File: config.mk
export PLATFORM = sky130hd
export DESIGN_NAME = scl_top
export DESIGN_NICKNAME = d
export VERILOG_FILES = /design/src/logic/scl_top.v /design/src/logic/scl_arbiter.v /design/src/logic/scl_loader.v
export VERILOG_INCLUDE_DIRS = /design/src /design/src/logic
export SDC_FILE = /design/constraint.sdc
export NUM_CORES = 1
export LEC_CHECK = 0
export BUFFER_PORTS_ARGS = -buffer_cell sky130_fd_sc_hd__buf_2
export CELL_PAD_IN_SITES_DETAIL_PLACEMENT = 0
export CELL_PAD_IN_SITES_GLOBAL_PLACEMENT = 2
export CORE_MARGIN = 10
export CORE_UTILIZATION = 34
export DETAILED_ROUTE_END_ITERATION = 12
export PLACE_DENSITY_LB_ADDON = 0.1
export SKIP_CTS_REPAIR_TIMING = 1
export SYNTH_ARGS = -nofsm -noshare
export SYNTH_HDL_FRONTEND = slang
export SYNTH_SLANG_ARGS = --single-unit
File: constraint.sdc
create_clock -name aclk -period 3.15 [get_ports aclk]
set_clock_uncertainty 0.15 [all_clocks]
set_input_delay 0.315 -clock aclk [delete_from_list [all_inputs] [get_ports aclk]]
set_output_delay 0.315 -clock aclk [all_outputs]
set_load 0.05 [all_outputs]
File: src/logic/scl_map.vh
// register map, strap encodings and timing constants of the slot role and config loader
`ifndef SCL_MAP_VH
`define SCL_MAP_VH

// ****************************************************************
// register byte offsets
// ****************************************************************
`define SCL_OFF_CTRL        8'h00
`define SCL_OFF_STATUS      8'h04
`define SCL_OFF_ARB         8'h08
`define SCL_OFF_CFG_BASE    8'h20
`define SCL_OFF_CFG_LAST    8'h3c

// ****************************************************************
// field positions
// ****************************************************************
`define SCL_CTRL_ROUTE_BIT  0
`define SCL_CTRL_TERM_BIT   1
`define SCL_CTRL_RESET      2'h0
`define SCL_ST_SLOT0        0
`define SCL_ST_SENSE        1
`define SCL_ST_EXTREF       2
`define SCL_ST_CFGEN        3
`define SCL_ST_USERHALF     4
`define SCL_ST_DONE         5
`define SCL_ST_LATE         6
`define SCL_ST_READY        7

// ****************************************************************
// slot role selector codes
// ****************************************************************
`define SCL_ROLE_AUTO       2'h0
`define SCL_ROLE_NONSLOT0   2'h1
`define SCL_ROLE_SLOT0      2'h2

// ****************************************************************
// eeprom layout and timing
// ****************************************************************
`define SCL_CFG_WORDS       8
`define SCL_EE_ACCESS_NS    200
`define SCL_CLK_HZ          25000000
`define SCL_CLK_NS          40
`define SCL_LOAD_DEADLINE_S 5
`define SCL_SYNC_STAGES     2

`endif

File: src/logic/scl_top.v
// slot role selection, arbiter and clock steering, eeprom loader, axi4-lite registers
`timescale 1ns/1ps
`include "scl_map.vh"

// Overview of operation
// - role selector offers auto (default), forced non-slot-0, forced slot-0.
// - in auto, take system controller role only when slot 0 is sensed.
// - as controller, arbitrate four request levels and grant the highest.
// - as controller, enable driving the 16 MHz system clock from onboard oscillator.
// - drive CLK10 only in slot 0; elsewhere only receive it.
// - switch picks CLK10 source; internal by default, external coaxial otherwise.
// - software may route backplane CLK10 out to the coaxial connector.
// - 50 ohm termination has no effect while internal source is selected.
// - at power-up load eeprom words so manager accesses are served within 5 s.
// - jumper enables self configuration by default; disabled leaves backplane unusable.
// - eeprom has factory and user halves; jumper picks, user by default.
module scl_top
#(
   parameter DEADLINE_CYC = `SCL_LOAD_DEADLINE_S * `SCL_CLK_HZ
)
(
   input  wire        aclk,
   input  wire        aresetn,
   input  wire [7:0]  s_axi_awaddr,
   input  wire        s_axi_awvalid,
   output wire        s_axi_awready,
   input  wire [31:0] s_axi_wdata,
   input  wire [3:0]  s_axi_wstrb,
   input  wire        s_axi_wvalid,
   output wire        s_axi_wready,
   output reg  [1:0]  s_axi_bresp,
   output reg         s_axi_bvalid,
   input  wire        s_axi_bready,
   input  wire [7:0]  s_axi_araddr,
   input  wire        s_axi_arvalid,
   output wire        s_axi_arready,
   output reg  [31:0] s_axi_rdata,
   output reg  [1:0]  s_axi_rresp,
   output reg         s_axi_rvalid,
   input  wire        s_axi_rready,
   input  wire [1:0]  slot_role_selector,
   input  wire        slot0_sense_n,
   input  wire        ref_clock_source_switch,
   input  wire        self_config_enable_jumper,
   input  wire        config_half_select_jumper,
   input  wire [3:0]  bus_req_n,
   output wire [3:0]  bus_grant,
   output reg         sysclk_drive_en,
   output reg         clk10_drive_en,
   output reg         clk10_ext_sel,
   output reg         clk10_coax_out_en,
   output reg         clk10_term50_en,
   input  wire [15:0] ee_data,
   output wire [3:0]  ee_addr,
   output wire        ee_rd,
   output reg         backplane_ready
);

// ****************************************************************
// pin synchronisers
// ****************************************************************
   reg  [9:0]  pin_s1_q;
   reg  [9:0]  pin_s2_q;
   reg  [15:0] ee_s1_q;
   reg  [15:0] ee_s2_q;
   wire [9:0]  pins_raw;

   assign pins_raw = {bus_req_n, config_half_select_jumper, self_config_enable_jumper,
                      ref_clock_source_switch, slot0_sense_n, slot_role_selector};

   always @(posedge aclk)
   begin
      if (!aresetn)
      begin
         pin_s1_q <= 10'h3ff;
         pin_s2_q <= 10'h3ff;
         ee_s1_q  <= 16'h0000;
         ee_s2_q  <= 16'h0000;
      end
      else
      begin
         pin_s1_q <= pins_raw;
         pin_s2_q <= pin_s1_q;
         ee_s1_q  <= ee_data;
         ee_s2_q  <= ee_s1_q;
      end
   end

// ****************************************************************
// strap capture after reset release
// ****************************************************************
   // straps are caught once so the role never changes under a live bus
   reg [2:0] settle_q;
   reg       strap_ok_q;
   reg [1:0] role_sel_q;
   reg       sense_q;
   reg       ext_ref_q;
   reg       cfg_en_q;
   reg       user_half_q;
   reg       role_slot0_q;
   reg       start_q;

   always @(posedge aclk)
   begin
      if (!aresetn)
      begin
         settle_q     <= 3'h0;
         strap_ok_q   <= 1'b0;
         role_sel_q   <= `SCL_ROLE_AUTO;
         sense_q      <= 1'b0;
         ext_ref_q    <= 1'b0;
         cfg_en_q     <= 1'b0;
         user_half_q  <= 1'b0;
         role_slot0_q <= 1'b0;
         start_q      <= 1'b0;
      end
      else
      begin
         start_q <= 1'b0;
         if (!strap_ok_q)
         begin
            settle_q <= settle_q + 3'h1;
            if (settle_q == 3'h7)
            begin
               strap_ok_q  <= 1'b1;
               role_sel_q  <= pin_s2_q[1:0];
               sense_q     <= ~pin_s2_q[2];
               ext_ref_q   <= pin_s2_q[3];
               cfg_en_q    <= pin_s2_q[4];
               user_half_q <= pin_s2_q[5];
               start_q     <= pin_s2_q[4];
               case (pin_s2_q[1:0])
                  `SCL_ROLE_NONSLOT0:
                     role_slot0_q <= 1'b0;
                  `SCL_ROLE_SLOT0:
                     role_slot0_q <= 1'b1;
                  default:
                     role_slot0_q <= ~pin_s2_q[2];
               endcase
            end
         end
      end
   end

// ****************************************************************
// arbiter and loader
// ****************************************************************
   wire        cfg_wr;
   wire [2:0]  cfg_idx;
   wire [15:0] cfg_data;
   wire        load_done;
   wire        arb_busy;

   scl_arbiter u_arb
   (
      .aclk    (aclk),
      .aresetn (aresetn),
      .enable  (role_slot0_q),
      .req     (~pin_s2_q[9:6]),
      .grant   (bus_grant),
      .busy    (arb_busy)
   );

   scl_loader u_load
   (
      .aclk      (aclk),
      .aresetn   (aresetn),
      .start     (start_q),
      .user_half (user_half_q),
      .ee_data   (ee_s2_q),
      .ee_addr   (ee_addr),
      .ee_rd     (ee_rd),
      .cfg_wr    (cfg_wr),
      .cfg_idx   (cfg_idx),
      .cfg_data  (cfg_data),
      .done      (load_done)
   );

   reg [15:0] cfg_q [0:`SCL_CFG_WORDS-1];
   integer    i;

   always @(posedge aclk)
   begin
      if (!aresetn)
      begin
         for (i = 0; i < `SCL_CFG_WORDS; i = i + 1)
            cfg_q[i] <= 16'h0000;
      end
      else if (cfg_wr)
         cfg_q[cfg_idx] <= cfg_data;
   end

// ****************************************************************
// load deadline watch
// ****************************************************************
   reg [27:0] dl_cnt_q;
   reg        late_q;

   always @(posedge aclk)
   begin
      if (!aresetn)
      begin
         dl_cnt_q        <= 28'h0000000;
         late_q          <= 1'b0;
         backplane_ready <= 1'b0;
      end
      else
      begin
         backplane_ready <= load_done & cfg_en_q;
         if (!load_done && !late_q)
         begin
            dl_cnt_q <= dl_cnt_q + 28'h0000001;
            if (dl_cnt_q == DEADLINE_CYC[27:0] - 28'h0000001)
               late_q <= cfg_en_q;
         end
      end
   end

// ****************************************************************
// clock steering
// ****************************************************************
   reg [1:0] ctrl_q;

   always @(posedge aclk)
   begin
      if (!aresetn)
      begin
         sysclk_drive_en   <= 1'b0;
         clk10_drive_en    <= 1'b0;
         clk10_ext_sel     <= 1'b0;
         clk10_coax_out_en <= 1'b0;
         clk10_term50_en   <= 1'b0;
      end
      else
      begin
         sysclk_drive_en   <= role_slot0_q;
         clk10_drive_en    <= role_slot0_q;
         clk10_ext_sel     <= role_slot0_q & ext_ref_q;
         clk10_coax_out_en <= ctrl_q[`SCL_CTRL_ROUTE_BIT];
         // termination only matters for an external source
         clk10_term50_en   <= ctrl_q[`SCL_CTRL_TERM_BIT] & role_slot0_q & ext_ref_q;
      end
   end

// ****************************************************************
// axi4-lite slave
// ****************************************************************
   reg        aw_have_q;
   reg        w_have_q;
   reg [7:0]  aw_addr_q;
   reg [31:0] w_data_q;
   reg        w_strb0_q;
   wire       wr_go;
   wire [7:0] status;

   assign s_axi_awready = !aw_have_q && !s_axi_bvalid;
   assign s_axi_wready  = !w_have_q && !s_axi_bvalid;
   assign s_axi_arready = !s_axi_rvalid;
   assign wr_go         = aw_have_q && w_have_q;
   assign status = {backplane_ready, late_q, load_done, user_half_q,
                    cfg_en_q, ext_ref_q, sense_q, role_slot0_q};

   always @(posedge aclk)
   begin
      if (!aresetn)
      begin
         aw_have_q    <= 1'b0;
         w_have_q     <= 1'b0;
         aw_addr_q    <= 8'h00;
         w_data_q     <= 32'h00000000;
         w_strb0_q    <= 1'b0;
         s_axi_bvalid <= 1'b0;
         s_axi_bresp  <= 2'h0;
         ctrl_q       <= `SCL_CTRL_RESET;
      end
      else
      begin
         if (s_axi_awvalid && s_axi_awready)
         begin
            aw_have_q <= 1'b1;
            aw_addr_q <= s_axi_awaddr;
         end
         if (s_axi_wvalid && s_axi_wready)
         begin
            w_have_q  <= 1'b1;
            w_data_q  <= s_axi_wdata;
            w_strb0_q <= s_axi_wstrb[0];
         end
         if (wr_go)
         begin
            aw_have_q    <= 1'b0;
            w_have_q     <= 1'b0;
            s_axi_bvalid <= 1'b1;
            if ({aw_addr_q[7:2], 2'h0} == `SCL_OFF_CTRL)
            begin
               s_axi_bresp <= 2'h0;
               if (w_strb0_q)
                  ctrl_q <= w_data_q[1:0];
            end
            else
               s_axi_bresp <= 2'h2;
         end
         else if (s_axi_bvalid && s_axi_bready)
            s_axi_bvalid <= 1'b0;
      end
   end

   // reads answer one cycle after the address is taken
   always @(posedge aclk)
   begin
      if (!aresetn)
      begin
         s_axi_rvalid <= 1'b0;
         s_axi_rdata  <= 32'h00000000;
         s_axi_rresp  <= 2'h0;
      end
      else if (s_axi_arvalid && s_axi_arready)
      begin
         s_axi_rvalid <= 1'b1;
         s_axi_rresp  <= 2'h0;
         if ({s_axi_araddr[7:2], 2'h0} == `SCL_OFF_CTRL)
            s_axi_rdata <= {30'h00000000, ctrl_q};
         else if ({s_axi_araddr[7:2], 2'h0} == `SCL_OFF_STATUS)
            s_axi_rdata <= {24'h000000, status};
         else if ({s_axi_araddr[7:2], 2'h0} == `SCL_OFF_ARB)
            s_axi_rdata <= {23'h000000, arb_busy, ~pin_s2_q[9:6], bus_grant};
         else if (s_axi_araddr >= `SCL_OFF_CFG_BASE && s_axi_araddr <= `SCL_OFF_CFG_LAST + 8'h3)
            s_axi_rdata <= {16'h0000, cfg_q[s_axi_araddr[4:2]]};
         else
         begin
            s_axi_rdata <= 32'h00000000;
            s_axi_rresp <= 2'h2;
         end
      end
      else if (s_axi_rvalid && s_axi_rready)
         s_axi_rvalid <= 1'b0;
   end
endmodule // scl_top

File: src/logic/scl_arbiter.v
// data transfer bus arbiter over four request levels
`timescale 1ns/1ps
module scl_arbiter
(
   aclk,
   aresetn,
   enable,
   req,
   grant,
   busy
);
   input  wire       aclk;
   input  wire       aresetn;
   input  wire       enable;
   input  wire [3:0] req;
   output reg  [3:0] grant;
   output wire       busy;

// ****************************************************************
// priority pick, level 3 highest
// ****************************************************************
   function [3:0] pick;
      input [3:0] r;
      begin
         if (r[3])
            pick = 4'h8;
         else if (r[2])
            pick = 4'h4;
         else if (r[1])
            pick = 4'h2;
         else if (r[0])
            pick = 4'h1;
         else
            pick = 4'h0;
      end
   endfunction

   assign busy = |grant;

// ****************************************************************
// grant holding
// ****************************************************************
   // one idle cycle between owners so two grants never overlap
   always @(posedge aclk)
   begin
      if (!aresetn)
         grant <= 4'h0;
      else if (!enable)
         grant <= 4'h0;
      else if (grant == 4'h0)
         grant <= pick(req);
      else if ((grant & req) == 4'h0)
         grant <= 4'h0;
   end
endmodule // scl_arbiter

File: src/logic/scl_loader.v
// power-on loader reading one half of the configuration eeprom
`timescale 1ns/1ps
`include "scl_map.vh"
module scl_loader
(
   aclk,
   aresetn,
   start,
   user_half,
   ee_data,
   ee_addr,
   ee_rd,
   cfg_wr,
   cfg_idx,
   cfg_data,
   done
);
   input  wire        aclk;
   input  wire        aresetn;
   input  wire        start;
   input  wire        user_half;
   input  wire [15:0] ee_data;
   output reg  [3:0]  ee_addr;
   output reg         ee_rd;
   output reg         cfg_wr;
   output reg  [2:0]  cfg_idx;
   output reg  [15:0] cfg_data;
   output reg         done;

   // access time rounded up, plus the pin synchroniser delay
   localparam integer ACC_CYC =
      (`SCL_EE_ACCESS_NS + `SCL_CLK_NS - 1) / `SCL_CLK_NS + `SCL_SYNC_STAGES + 1;
   localparam [1:0] S_IDLE = 2'h0;
   localparam [1:0] S_WAIT = 2'h1;
   localparam [1:0] S_NEXT = 2'h2;
   localparam [1:0] S_DONE = 2'h3;

   reg [1:0] state_q;
   reg [3:0] wait_q;

// ****************************************************************
// sequencer
// ****************************************************************
   always @(posedge aclk)
   begin
      if (!aresetn)
      begin
         state_q  <= S_IDLE;
         wait_q   <= 4'h0;
         ee_addr  <= 4'h0;
         ee_rd    <= 1'b0;
         cfg_wr   <= 1'b0;
         cfg_idx  <= 3'h0;
         cfg_data <= 16'h0000;
         done     <= 1'b0;
      end
      else
      begin
         cfg_wr <= 1'b0;
         case (state_q)
            S_IDLE:
               if (start)
               begin
                  ee_addr <= {user_half, 3'h0};
                  ee_rd   <= 1'b1;
                  wait_q  <= ACC_CYC[3:0];
                  cfg_idx <= 3'h0;
                  state_q <= S_WAIT;
               end
            S_WAIT:
               if (wait_q == 4'h0)
               begin
                  cfg_data <= ee_data;
                  cfg_wr   <= 1'b1;
                  state_q  <= S_NEXT;
               end
               else
                  wait_q <= wait_q - 4'h1;
            S_NEXT:
               if (cfg_idx == 3'h7)
               begin
                  ee_rd   <= 1'b0;
                  done    <= 1'b1;
                  state_q <= S_DONE;
               end
               else
               begin
                  cfg_idx <= cfg_idx + 3'h1;
                  ee_addr <= {user_half, cfg_idx + 3'h1};
                  wait_q  <= ACC_CYC[3:0];
                  state_q <= S_WAIT;
               end
            S_DONE:
               state_q <= S_DONE;
            default:
               state_q <= S_IDLE;
         endcase
      end
   end
endmodule // scl_loader

======== Word level (Yosys, flattened, before mapping) ========
Memories as Yosys holds them, arrays and structs flattened.
Cells that the tools add are included.
storage, ports and cells
  output and inout port bits .............. 56
  input port bits ......................... 85
  RAM bits ................................ 128
  memories ................................ 1
  bits in registers ....................... 185
  logic and storage cells ................. 160
memories
  name   words  width  rd ports  clocked after memory_dff  write ports  RTL line       source
  cfg_q  8      16     1         0                         8            scl_top.v:179  reg [15:0] cfg_q [0:`SCL_CFG_WORDS-1];
cells by class
  equal/unequal tests ..................... 15
  bitwise logic cells ..................... 10
  reduce and logical (&&, ||, !) cells .... 42
  order comparisons ....................... 2
  muxes and demuxes ....................... 47
  add/sub/neg operators ................... 4
operators by type and width
  cell                     count
  $mux W16                 5
  $mux W4                  10
  $add A28 B1 Y28 const B  1
  $eq A28 B27 Y1 const B   1
  $mux W2                  8
  $reduce_or A16 Y1        1
  $mux W1                  15
  $reduce_and A2 Y1        7
  $logic_not A4 Y1         3
  $logic_not A6 Y1         2
  $pmux W4 S3              1
  $logic_and A1 B1 Y1      10
  $mux W3                  3
  $reduce_and A3 Y1        3
  $ge A8 B6 Y1 const B     1
  $le A8 B6 Y1 const B     1
  $pmux W2 S4              1
  $pmux W4 S2              1
  $reduce_bool A2 Y1       4
  $add A3 B1 Y3 const B    2
  $eq A2 B2 Y1 const B     3
  $eq A3 B3 Y1 const B     2
  $eq A6 B1 Y1 const B     1
  $eq A6 B2 Y1 const B     1
  17 further kinds         33

======== Logic depth before layout (Yosys ltp) ========
  depth in word-level cells ............... 6
  mapped depth ............................ 7
  depth with buffers taken out ............ 6

======== Modules after synthesis ========
From an unflattened synthesis, not the netlist that was laid out.
unflattened totals
  cell total of the unflattened synthesis .. 1031
  area, all modules ....................... 12152.9 sq um
by module, submodules not included
  module       sequential area each (sq um)  cells an instance  area each (sq um)  instances
  scl_top      6426.2                        864                10645.2            1
  scl_loader   580.6                         145                1312.5             1
  scl_arbiter  80.1                          22                 195.2              1

======== Least setup slack after synthesis ========
OpenSTA, ideal clock, no wires.
  kind .................................... register to register
  start ................................... register, netlist name u_load.ee_addr[2]
  end ..................................... memory cfg_q[5][0] (enable)
  data arrival time ....................... 2.192 ns
  path buffers ............................ 0
  clock period less this slack ............ 2.754 ns
  data required time ...................... 2.589 ns
  cell stages (with the launch flop) ...... 3
  path slack .............................. 0.396 ns
  library setup time ...................... 0.411 ns
  cell sequence ........................... dfxtp_1 -> nand3_1 -> o21ai_0
RTL lines
  item              RTL line
  end: declaration  scl_top.v:179

======== Worst setup path in the final report ========
  start ................................... register dl_cnt_q[0]
  end ..................................... register dl_cnt_q[22]
on the way
  cells in the longest elaborated chain, start to end .. 1
RTL lines
  item                      RTL line       source
  start: declaration        scl_top.v:196  reg [27:0] dl_cnt_q;
  start signal: assignment  scl_top.v:212  dl_cnt_q <= dl_cnt_q + 28'h0000001;
  $add A28 B1 Y28           scl_top.v:212
Every way passes these cells.
A chain may end at the register's enable or synchronous reset.

==> run metrics <==
outcome complete, no violations; EDFF count, synth 128; Synth Area in Simple Gates 19.4%; Die Ht 207 um; number of diodes 0; clock-pin slew on the worst setup and hold paths 0.06 ns; drt initial violations 369; top cell type's share of synthesized area 32.3%; Ys Warns 0; die width 207 um; WP data required between 3 and 4 ns; router iterations before antenna repair 4; Worst path top cell family by delay simple AND/OR/NAND/NOR gates; GRT overflow 0; root buf cell clkbuf_16; MaxCap Viol Count 0; post-synth design cell area 11,900 sq um; Final #Nets 1,209; WP buf/inv 0; Final HPWL DP roughly 19,000 um; mux contribution to synthesized area 10.5%; wire per inst between 15 and 20 um; clk buf depth 3; syn_area_per_cell 12.1 sq um; Crit Path Category reg -> reg; worst reg2reg path startpoint dl_cnt_q[0]; Overall Power 0.00827 W; most frequent cells after synthesis and2_1, dfxtp_1, edfxtp_1; Levels on crit path 5; leading area contributor after synthesis edfxtp_1; Detail Route Antenna Nets 0; Ports 141; worst-margin pin slew around 0.81 ns; Seq cells post-synth 290; first-pass GRT wire length 45,400 um; setup violators final 0; H-Tree Level Count 2; setup TNS 0 ns; Final Hold Violating Endpoints 0; register area share after synthesis around three fifths; minimum clock period 2.20 ns; Hold Path Depth 2; initial antenna violation count 0; register-to-register setup slack 0.95 ns; Post-Synth XOR/XNOR Area between 1 and 1.5%; main flop type after synthesis dfxtp_1; compound-gate portion of the synthesized area 5.26%; Fmax 0.454 GHz; I/O Buffers 85; Vias/cell 4.76; Worst R2R Path Depth 5; Setup crit start kind flop; period utilization 69.9%; Initial Util between 30% and 40%; Detailed Route WL 28,800 um; worst vdd ir 0.305 mV; most numerous cell in the Yosys netlist and2_1; fraction of registers with async set/reset 0%; Layout area overhead 19.5%; RSZ-0062 raised after global routing false; FP Rows 68; largest family of logic cells by synthesized area simple AND/OR/NAND/NOR gates; Synth area leaders edfxtp_1, dfxtp_1, and2_1; CTS sink count 290; Crit Reg-Reg Endpoint dl_cnt_q[22]; crit path cell chain ha_1 -> nor3b_2 -> nand4_1 -> o311ai_0 -> o41ai_1; gr usage total a little over an eighth; gpl congestion 0.740; final-report max-slew violation count 0; largest net degree at the start of global routing 63; Placed Instances approximately 1,500; Vias 7,608; Post-route DRC 0; vias in the first global route 7,675; Static Leak 5.43 nW; Critical Path Slowest Stage Cell nor3b_2; Finished Layout Cells 1,598; Worst Setup End Kind flop; share of cells above drive strength 1 17.1%; Synth cell types 61; Inserted Clock Buffers 34; Crit Path Max Fanout 7; CP Launch Point dl_cnt_q[0]; Worst setup endpoint dl_cnt_q[22]; Clock Latency Late Sink a little over 0.5 ns; Core ar. 34,500 sq um; die area ~43,000 sq um; cell count after synthesis between 900 and 1,000; delay of the slowest critical-path stage 0.45 ns; post-synthesis adder-cell area fraction less than 1%; HP Class in -> reg; max_slew headroom 45.8%; power density over cell area 581 nW/um^2; CTS tree yes; Arr. time, crit path approximately 2.4 ns
-- cell usage in the layout (no fill, tap or decap), types with 5 or more instances in the layout --
cell type / count
and2_1: 166
clkbuf_16: 34
o31ai_1: 7
nor3_1: 5
nand4_1: 8
nand3_1: 20
xor2_1: 10
nor4_1: 10
clkbuf_1: 13
inv_1: 16
a21oi_1: 29
mux2i_1: 54
a2bb2oi_1: 6
dfxtp_1: 162
mux4_2: 31
o21ai_0: 9
o22ai_1: 7
ha_1: 7
nor2_1: 69
nand2b_1: 37
edfxtp_1: 128
and3_1: 9
nand2_1: 35
o21ai_1: 15
xnor2_1: 5
o31a_1: 5
conb_1: 18
buf_2: 84
nor2b_1: 9
buf_4: 25
or4_1: 7
dlygate4sd3_1: 37
-- per-layer routing --
| metal | share of wire (%) | routed length (um) | GRT usage (%) | up-vias |
|---|---|---|---|---|
| met5 | 0 | 0 | 0 | - |
| met4 | 1.8 | 512 | 3.39 | 0 |
| met3 | 4.5 | 1300 | 2.56 | 39 |
| met2 | 43 | 12400 | 19.2 | 173 |
| met1 | 51 | 14700 | 19.1 | 3659 |
| li1 | - | - | - | 3737 |
-- stage by stage --
stage | hold WS [ns] | area, sq um | util, % | worst slack, ns
3_3_place_gp | 0.242 | 12800 | 37.1 | 0.762
4_1_cts | -0.172 | 13900 | 40.1 | 0.919
5_1_grt | 0.0474 | 14200 | 41.2 | 0.688
6_report | 0.0501 | 14200 | 41.2 | 0.947
3_5_place_dp | 0.246 | 12800 | 37.1 | 0.750
2_1_floorplan | 0.236 | 12000 | - | 0.396
-- cells by family after synthesis --
logic type	count (synthesis)
other	1
AND/OR/NAND/NOR	401
AO/OA/AOI/OAI	99
buffers and inverters	85
multiplexers	86
flip-flops	290
adder cells (fa/ha/maj)	7
XOR/XNOR	15
-- sequential cells by signal (all words and copies together) (netlist names), 2 cells and up --
register / count
u_load.cfg_data: 16
ee_s2_q: 16
pin_s2_q: 10
cfg_q: 128
ee_s1_q: 16
u_load.ee_addr: 4
s_axi_rdata: 16
w_data_q: 2
pin_s1_q: 10
u_arb.grant: 4
u_load.state_q: 2
ctrl_q: 2
dl_cnt_q: 28
u_load.wait_q: 4
aw_addr_q: 6
settle_q: 3
-- final cells by class --
| type | instances | area [sq um] |
|---|---|---|
| Fill cell | 3388 | 20300 |
| Sequential cell | 290 | 7090 |
| Multi-Input combinational cell | 626 | 4470 |
| Timing Repair Buffer | 147 | 998 |
| Clock buffer | 51 | 942 |
| Tap cell | 455 | 569 |
| Clock inverter | 11 | 93.8 |
| Inverter | 18 | 67.6 |
-- worst min path at each step --
stage / from / endpoint
finish: aresetn / pin_s1_q[6]
global route: aresetn / pin_s1_q[8]
CTS: slot_role_selector[0] / pin_s1_q[0]
detailed placement: pin_s1_q[9] / pin_s2_q[9]
global placement: pin_s1_q[9] / pin_s2_q[9]
floorplan: pin_s1_q[0] / pin_s2_q[0]
-- worst reg2reg max path: stages (launching register included) --
cell      delay, ns
dfxtp_1        0.37
ha_1           0.17
nor3b_2        0.45
nand4_1        0.37
o311ai_0       0.42
o41ai_1        0.14
-- report_power, final --
| group | switching [W] | leakage, nW | internal (W) |
|---|---|---|---|
| Sequential | 0.0000454 | 2.64 | 0.00404 |
| Clock | 0.00151 | 0.506 | 0.00216 |
| Combinational | 0.000318 | 2.28 | 0.000201 |
| Total | 0.00187 | 5.43 | 0.00640 |
Note: power is estimated with default switching activity, not from simulation.
